### config.mk
export PLATFORM = sky130hd
export DESIGN_NAME = sgsl_top
export DESIGN_NICKNAME = d
export VERILOG_FILES = /design/src/sgsl_pkg.sv /design/src/sgsl_sync.sv /design/src/sgsl_top.sv
export SDC_FILE = /design/constraint.sdc
export NUM_CORES = 1
export LEC_CHECK = 0
export ABC_CLOCK_PERIOD_IN_PS = 4700
export BUFFER_PORTS_ARGS = -buffer_cell sky130_fd_sc_hd__buf_2
export CORE_UTILIZATION = 25
export CTS_CLUSTER_SIZE = 14
export DETAILED_ROUTE_END_ITERATION = 10
export HOLD_SLACK_MARGIN = 0.05
export PLACE_DENSITY = 0.36
export SLEW_MARGIN = 0
export SYNTH_ARGS = -nofsm -noshare
export SYNTH_HDL_FRONTEND = slang
export SYNTH_SLANG_ARGS = --single-unit
export TNS_END_PERCENT = 50
### constraint.sdc
create_clock -name I_REF_CLK -period 4.7 [get_ports I_REF_CLK]
set_clock_uncertainty 0.2 [all_clocks]
set_input_delay 0.47 -clock I_REF_CLK [delete_from_list [all_inputs] [get_ports I_REF_CLK]]
set_output_delay 0.47 -clock I_REF_CLK [all_outputs]
set_load 0.02 [all_outputs]
### src/sgsl_pkg.sv
// Package with constants and carrier types for the safety gate switch logic
package sgsl_pkg;

    // ==========================================================
    // Timebase
    // ==========================================================
    localparam int unsigned CLK_FREQ_HZ    = 250_000_000;
    localparam int unsigned TICK_TIME_US   = 1000;
    localparam int unsigned TICK_CYCLES    = (CLK_FREQ_HZ / 1_000_000) * TICK_TIME_US;
    localparam int unsigned LOCK_TIMEOUT_MS = 600;
    localparam int unsigned MIN_LOW_MS      = 500;
    localparam int unsigned RETEST_COUNT    = 7;
    localparam int unsigned MS_CNT_W        = 10;
    localparam int unsigned TRY_CNT_W       = 3;

    // ==========================================================
    // Guard lock states
    // ==========================================================
    typedef enum logic [4:0] {
        SGSL_LK_IDLE  = 5'h01,
        SGSL_LK_TEST  = 5'h02,
        SGSL_LK_HELD  = 5'h04,
        SGSL_LK_FAIL  = 5'h08,
        SGSL_LK_REARM = 5'h10
    } sgsl_lock_state_t;

    // Synchronised external inputs travel together
    typedef struct packed {
        logic safety_in_ch1;
        logic safety_in_ch2;
        logic lock_command_in;
        logic actuator_present;
        logic holding_force_ok;
    } sgsl_inputs_t;

    // Status bundle
    typedef struct packed {
        logic unequal_input;
        logic plausibility_error;
        logic partial_lock;
        logic locking_error;
    } sgsl_status_t;

    localparam int unsigned IN_W = $bits(sgsl_inputs_t);

endpackage : sgsl_pkg

### src/sgsl_sync.sv
// Two-stage input synchroniser, parameterised in width
`timescale 1ns/10ps
module sgsl_sync #(
    parameter int unsigned WIDTH = 1
) (
    input  wire logic             i_clk,
    input  wire logic             i_reset,
    input  wire logic [WIDTH-1:0] i_async,
    output logic      [WIDTH-1:0] o_sync
);
    logic [WIDTH-1:0] meta_q;

    // ==========================================================
    // Synchroniser flops
    // ==========================================================
    // First stage feeds only the second stage
    always_ff @(posedge i_clk or posedge i_reset)
    begin
        if (i_reset)
        begin
            meta_q <= '0;
            o_sync <= '0;
        end
        else
        begin
            meta_q <= i_async;
            o_sync <= meta_q;
        end
    end
endmodule : sgsl_sync

### src/sgsl_top.sv
// Safety gate switch logic: safety outputs, plausibility and guard lock control
`timescale 1ns/10ps
module sgsl_top (
    input  wire logic I_REF_CLK,
    input  wire logic I_RESET,
    input  wire logic I_SAFETY_IN_CH1,
    input  wire logic I_SAFETY_IN_CH2,
    input  wire logic I_LOCK_COMMAND_IN,
    input  wire logic I_ACTUATOR_PRESENT,
    input  wire logic I_HOLDING_FORCE_OK,
    output logic      O_SWITCHING_SAFETY_OUTPUT_CH1,
    output logic      O_SWITCHING_SAFETY_OUTPUT_CH2,
    output logic      O_LOCK_STATUS_OUT,
    output logic      O_MAGNET_ON,
    output logic      O_UNEQUAL_INPUT,
    output logic      O_PLAUSIBILITY_ERROR,
    output logic      O_PARTIAL_LOCK,
    output logic      O_LOCKING_ERROR
);

    // ==========================================================
    // Declarations
    // ==========================================================
    sgsl_pkg::sgsl_inputs_t     raw_in;
    sgsl_pkg::sgsl_inputs_t     in_s;
    logic [sgsl_pkg::IN_W-1:0]  in_bits;
    logic                       ch1_q;
    logic                       ch2_q;
    logic                       cmd_q;
    logic [17:0]                tick_cnt_q;
    logic                       tick;
    logic                       unequal_q;
    logic                       unequal_ch1_q;
    logic                       perr_q;
    logic                       partial_q;
    logic                       switching_safety_output_q;
    sgsl_pkg::sgsl_lock_state_t lk_state_q;
    sgsl_pkg::sgsl_lock_state_t lk_state_d;
    logic [sgsl_pkg::MS_CNT_W-1:0]  ms_cnt_q;
    logic [sgsl_pkg::TRY_CNT_W-1:0] try_cnt_q;
    logic                       powerup_q;
    logic                       status_q;
    logic                       lock_err_q;
    logic                       low_ok_q;
    logic                       timeout;
    logic                       ch1_fall_alone;
    logic                       ch2_fall_alone;

    localparam logic [17:0] TICK_LAST = 18'(sgsl_pkg::TICK_CYCLES - 1);
    localparam logic [sgsl_pkg::MS_CNT_W-1:0] LOCK_MS =
        sgsl_pkg::MS_CNT_W'(sgsl_pkg::LOCK_TIMEOUT_MS);
    localparam logic [sgsl_pkg::MS_CNT_W-1:0] LOW_MS =
        sgsl_pkg::MS_CNT_W'(sgsl_pkg::MIN_LOW_MS);
    localparam logic [sgsl_pkg::TRY_CNT_W-1:0] TRY_LAST =
        sgsl_pkg::TRY_CNT_W'(sgsl_pkg::RETEST_COUNT);

    // ==========================================================
    // Input synchronisation
    // ==========================================================
    // All pins pass two flops before any logic sees them
    assign raw_in.safety_in_ch1    = I_SAFETY_IN_CH1;
    assign raw_in.safety_in_ch2    = I_SAFETY_IN_CH2;
    assign raw_in.lock_command_in  = I_LOCK_COMMAND_IN;
    assign raw_in.actuator_present = I_ACTUATOR_PRESENT;
    assign raw_in.holding_force_ok = I_HOLDING_FORCE_OK;

    sgsl_sync #(
        .WIDTH   (sgsl_pkg::IN_W)
    ) u_sync (
        .i_clk   (I_REF_CLK),
        .i_reset (I_RESET),
        .i_async (raw_in),
        .o_sync  (in_bits)
    );
    assign in_s = sgsl_pkg::sgsl_inputs_t'(in_bits);

    // ==========================================================
    // Millisecond tick
    // ==========================================================
    // Free running; timings are thus accurate to one tick
    always_ff @(posedge I_REF_CLK or posedge I_RESET)
    begin
        if (I_RESET)
            tick_cnt_q <= 18'h0;
        else if (tick_cnt_q == TICK_LAST)
            tick_cnt_q <= 18'h0;
        else
            tick_cnt_q <= tick_cnt_q + 18'h1;
    end
    assign tick = (tick_cnt_q == TICK_LAST);

    // Previous input levels for edge detection
    always_ff @(posedge I_REF_CLK or posedge I_RESET)
    begin
        if (I_RESET)
        begin
            ch1_q <= 1'b0;
            ch2_q <= 1'b0;
            cmd_q <= 1'b0;
        end
        else
        begin
            ch1_q <= in_s.safety_in_ch1;
            ch2_q <= in_s.safety_in_ch2;
            cmd_q <= in_s.lock_command_in;
        end
    end

    // ==========================================================
    // Plausibility monitoring
    // ==========================================================
    assign ch1_fall_alone = ch1_q && !in_s.safety_in_ch1 && in_s.safety_in_ch2;
    assign ch2_fall_alone = ch2_q && !in_s.safety_in_ch2 && in_s.safety_in_ch1;

    // Unequal flag remembers which channel dropped alone
    always_ff @(posedge I_REF_CLK or posedge I_RESET)
    begin
        if (I_RESET)
        begin
            unequal_q     <= 1'b0;
            unequal_ch1_q <= 1'b0;
        end
        else if (ch1_fall_alone || ch2_fall_alone)
        begin
            unequal_q     <= 1'b1;
            unequal_ch1_q <= ch1_fall_alone;
        end
        else if (!in_s.safety_in_ch1 && !in_s.safety_in_ch2)
            unequal_q <= 1'b0;
        else if (unequal_q && in_s.safety_in_ch1 && in_s.safety_in_ch2)
            unequal_q <= 1'b0;
    end

    // Rise of the dropped channel while other high locks
    // Only a joint low clears it; set has priority
    always_ff @(posedge I_REF_CLK or posedge I_RESET)
    begin
        if (I_RESET)
        begin
            perr_q    <= 1'b0;
            partial_q <= 1'b0;
        end
        else if (unequal_q && in_s.safety_in_ch1 && in_s.safety_in_ch2)
        begin
            perr_q    <= 1'b1;
            partial_q <= 1'b1;
        end
        else if (!in_s.safety_in_ch1 && !in_s.safety_in_ch2)
        begin
            perr_q    <= 1'b0;
            partial_q <= 1'b0;
        end
    end

    // ==========================================================
    // Safety outputs
    // ==========================================================
    // Independent of lock state; forced opening drops them
    always_ff @(posedge I_REF_CLK or posedge I_RESET)
    begin
        if (I_RESET)
            switching_safety_output_q <= 1'b0;
        else
            switching_safety_output_q <= in_s.actuator_present && in_s.safety_in_ch1 &&
                      in_s.safety_in_ch2 && !partial_q &&
                      !(unequal_q && in_s.safety_in_ch1 && in_s.safety_in_ch2);
    end

    // ==========================================================
    // Guard lock sequencing
    // ==========================================================
    assign timeout = tick && (ms_cnt_q >= LOCK_MS - 1'b1);

    // Next state
    always_comb
    begin
        lk_state_d = lk_state_q;
        case (lk_state_q)
            sgsl_pkg::SGSL_LK_IDLE:
                if (in_s.actuator_present && in_s.lock_command_in)
                    lk_state_d = sgsl_pkg::SGSL_LK_TEST;
            sgsl_pkg::SGSL_LK_TEST:
                if (!in_s.actuator_present || !in_s.lock_command_in)
                    lk_state_d = sgsl_pkg::SGSL_LK_IDLE;
                else if (in_s.holding_force_ok)
                    lk_state_d = sgsl_pkg::SGSL_LK_HELD;
                else if (timeout && (!powerup_q || try_cnt_q == TRY_LAST))
                    lk_state_d = sgsl_pkg::SGSL_LK_FAIL;
            sgsl_pkg::SGSL_LK_HELD:
                if (!in_s.actuator_present || !in_s.lock_command_in)
                    lk_state_d = sgsl_pkg::SGSL_LK_IDLE;
            sgsl_pkg::SGSL_LK_FAIL:
                if (!in_s.lock_command_in)
                    lk_state_d = sgsl_pkg::SGSL_LK_REARM;
            sgsl_pkg::SGSL_LK_REARM:
                if (in_s.lock_command_in)
                    lk_state_d = low_ok_q ? sgsl_pkg::SGSL_LK_IDLE
                                          : sgsl_pkg::SGSL_LK_FAIL;
            default:
                lk_state_d = sgsl_pkg::SGSL_LK_IDLE;
        endcase
    end

    always_ff @(posedge I_REF_CLK or posedge I_RESET)
    begin
        if (I_RESET)
            lk_state_q <= sgsl_pkg::SGSL_LK_IDLE;
        else
            lk_state_q <= lk_state_d;
    end

    // Millisecond timer for lock timeout and command low time
    always_ff @(posedge I_REF_CLK or posedge I_RESET)
    begin
        if (I_RESET)
            ms_cnt_q <= '0;
        else if (lk_state_d != lk_state_q)
            ms_cnt_q <= '0;
        else if (lk_state_q == sgsl_pkg::SGSL_LK_TEST && timeout)
            ms_cnt_q <= '0;                         // Restart for next retest
        else if (tick && ms_cnt_q != {sgsl_pkg::MS_CNT_W{1'b1}})
            ms_cnt_q <= ms_cnt_q + 1'b1;
    end

    // Command low time qualification
    always_ff @(posedge I_REF_CLK or posedge I_RESET)
    begin
        if (I_RESET)
            low_ok_q <= 1'b0;
        else if (lk_state_q != sgsl_pkg::SGSL_LK_REARM)
            low_ok_q <= 1'b0;
        else if (tick && ms_cnt_q >= LOW_MS - 1'b1)
            low_ok_q <= 1'b1;
    end

    // Power-up retest bookkeeping; first lock attempt after reset
    always_ff @(posedge I_REF_CLK or posedge I_RESET)
    begin
        if (I_RESET)
        begin
            powerup_q <= 1'b1;
            try_cnt_q <= '0;
        end
        else if (lk_state_q == sgsl_pkg::SGSL_LK_TEST)
        begin
            if (in_s.holding_force_ok || lk_state_d == sgsl_pkg::SGSL_LK_FAIL)
                powerup_q <= 1'b0;
            else if (timeout && powerup_q)
                try_cnt_q <= try_cnt_q + 1'b1;
        end
    end

    // ==========================================================
    // Lock status output and error flag
    // ==========================================================
    // Follows presence; drops on lock failure until rearmed
    always_ff @(posedge I_REF_CLK or posedge I_RESET)
    begin
        if (I_RESET)
            status_q <= 1'b0;
        else
            status_q <= in_s.actuator_present &&
                        lk_state_d != sgsl_pkg::SGSL_LK_FAIL &&
                        lk_state_d != sgsl_pkg::SGSL_LK_REARM;
    end

    // Locking error shown while magnet failed
    always_ff @(posedge I_REF_CLK or posedge I_RESET)
    begin
        if (I_RESET)
            lock_err_q <= 1'b0;
        else
            lock_err_q <= (lk_state_d == sgsl_pkg::SGSL_LK_FAIL) ||
                          (lk_state_d == sgsl_pkg::SGSL_LK_REARM);
    end

    // Magnet is combinational so it drops the same cycle as presence
    assign O_MAGNET_ON = in_s.lock_command_in && in_s.actuator_present &&
                         (lk_state_q == sgsl_pkg::SGSL_LK_TEST ||
                          lk_state_q == sgsl_pkg::SGSL_LK_HELD);

    assign O_SWITCHING_SAFETY_OUTPUT_CH1 = switching_safety_output_q;
    assign O_SWITCHING_SAFETY_OUTPUT_CH2 = switching_safety_output_q;
    assign O_LOCK_STATUS_OUT             = status_q;
    assign O_UNEQUAL_INPUT               = unequal_q;
    assign O_PLAUSIBILITY_ERROR          = perr_q;
    assign O_PARTIAL_LOCK                = partial_q;
    assign O_LOCKING_ERROR               = lock_err_q;
endmodule : sgsl_top

==> results.json <==
{
  "yosys.area.top_type_share_pct": 49.3,
  "power_frac_comb_pct": 12.9,
  "rsz0062_at_grt": "no",
  "cpMaxStageDelayCell": "a311oi_2",
  "finalHoldViolations": 0,
  "dieArea_sq_um": 11200,
  "fin_area_sq_um": 3030,
  "r2r-end": "try_cnt_q[1]",
  "grt_pass1_wl_mm": 9.38,
  "synth_area_leader_cell": "dfrtp_1",
  "synth-seq-cells": 55,
  "start_util_pct": 25.9,
  "via_per_inst": 4.63,
  "pin_count": 15,
  "synth-edff-count": 0,
  "critPathKind": "register to register",
  "cts_root_buf": "clkbuf_8",
  "cts_max_path_buffers": 2,
  "drive_above_1_share_pct": 13.8,
  "r2r_start": "tick_cnt_q[0]",
  "drt-initial-drc-count": 58,
  "diodes": 0,
  "synthArstFlopShare_pct": 100,
  "postRouteAntennaNets": 0,
  "period_needed_ps": 2500,
  "cts_made_buffers": 5,
  "grt_pass1_vias": 1844,
  "ys_seq_area_share_pct": 51.3,
  "seq_power_share_pct": 55.8,
  "die_h_um": 106,
  "routed_wl_mm": 5.49,
  "ff2ff_setup_slack_ps": 2200,
  "start_kind": "register",
  "tritoncts": "done",
  "routabilityCongestion": 0.749,
  "p_sw_mw": 0.272,
  "hp-class": "primary input to async pin",
  "port_buffers": 14,
  "synthTopCellsByArea": "dfrtp_1 49%, xnor2_1 5.2%, nor3_1 3.5%",
  "clk_latency_ps": 320,
  "drc": 0,
  "dpl.hpwl_mm": 3.82,
  "netlist_area_sq_um": 2690,
  "fin_total_pwr_mw": 0.915,
  "firstDrtPassIters": 6,
  "worstPathCellList": "ha_1 -> nand3_1 -> nor3_1 -> nand4_1 -> a311oi_2 -> mux2_2",
  "ys_warn_count": 0,
  "wl_per_cell_um": 13.4,
  "drv_slew": 0,
  "area_delta_synth_final_pct": 12.7,
  "yosysMostFrequentCell": "dfrtp_1",
  "rows": 37,
  "ys.flop_type": "dfrtp_1",
  "fmax_mhz": 400,
  "maxSlewHeadroom_pct": 51.9,
  "post_cts_buffers": 0,
  "pwr-share-clk_pct": 31.3,
  "synth_common_cells": "53 x dfrtp_1, 19 x nor3_1, 18 x nor2_1",
  "tns_ps": 0,
  "timing.hold.ws_ps": 130,
  "grt_max_degree": 56,
  "synth_cell_types": 54,
  "vias": 1903,
  "worst_pin_slew_ps": 713,
  "p_sw_share_pct": 29.8,
  "grtUsageTotal_pct": 10.6,
  "peakVddDrop_v": 0.000106,
  "cp.required_ps": 4720,
  "period_share_pct": 53.2,
  "die_w_um": 106,
  "grt_overflow": 0,
  "arrival_ps": 2520,
  "setup_violations": 0,
  "nets": 285,
  "p_int_mw": 0.643,
  "slowest_delay_ps": 420,
  "syn_inst": 256,
  "end_kind": "register",
  "htree_levels": 2,
  "place_area_sq_um": 2880,
  "syn_nets": 267,
  "core_sq_um": 10400,
  "utilization_pct": 29.2,
  "clk_pin_slew_ps": 110,
  "syn-mean-instance-area_sq_um": 10.5,
  "power_density_nw_per_um2": 302,
  "antenna_found_initial": 0,
  "clock_sinks": 55,
  "critPathMaxFanout": 5,
  "r2r_cells": 6,
  "status": "finished, final reports clean",
  "drv_cap": 0,
  "p_leak_nw": 1.26
}
-- area by class of cell --
type	count	area [sq um]
Timing Repair Buffer	20	128
Multi-Input combinational cell	186	1230
Inverter	6	22.5
Sequential cell	55	1380
Clock buffer	5	68.8
Fill cell	1118	7340
Clock inverter	3	27.5
Tap cell	136	170
-- registers in the layout, summed over array words and instances, names as in the netlist --
name,cells
O_LOCKING_ERROR,1
O_UNEQUAL_INPUT,1
O_LOCK_STATUS_OUT,1
low_ok_q,1
u_sync.meta_q,5
ch1_q,1
try_cnt_q,3
powerup_q,1
u_sync.o_sync,5
tick_cnt_q,18
O_PARTIAL_LOCK,1
ch2_q,1
ms_cnt_q,10
O_SWITCHING_SAFETY_OUTPUT_CH1,1
lk_state_q,5
-- how the worst max path moves through the flow --
stage	startpoint	to	slack, ps
global route	tick_cnt_q[0]	try_cnt_q[1]	2020
detailed placement	tick_cnt_q[0]	try_cnt_q[1]	2190
global placement	tick_cnt_q[0]	try_cnt_q[1]	2250
floorplan	lk_state_q[0]	O_LOCK_STATUS_OUT	2490
CTS	tick_cnt_q[0]	try_cnt_q[1]	2180
finish	tick_cnt_q[0]	try_cnt_q[1]	2200
-- cell families (layout without fill, tap and decap cells) --
| logic type | after synthesis | after routing | synth area share (%) |
|---|---|---|---|
| compound gates | 32 | 32 | 9.45 |
| xor+xnor | 24 | 24 | 7.82 |
| fa+ha+maj | 4 | 4 | 1.86 |
| buf+inv | 15 | 34 | 2.79 |
| flops | 55 | 55 | 51.3 |
| mux | 5 | 5 | 1.95 |
| simple gates | 121 | 121 | 24.8 |
-- per-layer routing --
metal	share of wire, %	vias to the layer above	global-route usage (%)
li1	-	969	-
met1	54	911	15.7
met2	43	17	15.3
met3	1.9	6	2.04
met4	1.2	0	3.27
met5	0	-	0
-- cell usage in the layout (no fill, tap or decap), types with 3 or more instances in the layout --
cell type / instances
a211oi_1: 3
o21ai_0: 7
or3_1: 5
xnor2_1: 16
nor4_1: 7
nand3_1: 16
and4_1: 3
ha_1: 4
nand2b_1: 4
and3_1: 4
dfrtp_1: 53
dlygate4sd3_1: 5
nand4b_1: 3
clkbuf_8: 5
nor3_1: 19
nor2_1: 18
nand2_1: 15
nand4_1: 9
inv_1: 5
mux2i_1: 3
buf_2: 14
a21oi_1: 3
xor2_1: 8
and2_1: 4
-- power by group through the flow --
stage	clock, mW	combinational, mW	sequential, mW
after detailed placement	0	0.117	0.521
after global routing	0.318	0.133	0.515
after CTS	0.300	0.120	0.511
after global placement	0	0.121	0.521
final	0.286	0.118	0.511
after floorplan	0	0.106	0.511
-- per-stage QoR --
step                worst slack [ps]  std cells
floorplan                       2490        256
global placement                2250        398
detailed placement              2190        398
CTS                             2180        411
global route                    2020        411
finish                          2200        411
-- repair_timing --
action / 4_1_cts / 5_1_grt
hold buffers: 5 / 0
resized for setup: 0 / 0
hold endpoints to repair: 5 / 0
-- worst max-delay path: cells and delay by family (launching register included) --
family,cells,cell delay [ps]
flops,1,380
fa+ha+maj,1,210
compound gates,1,420
mux,1,380
simple gates,3,820
Power figures use the tool's default switching activity.
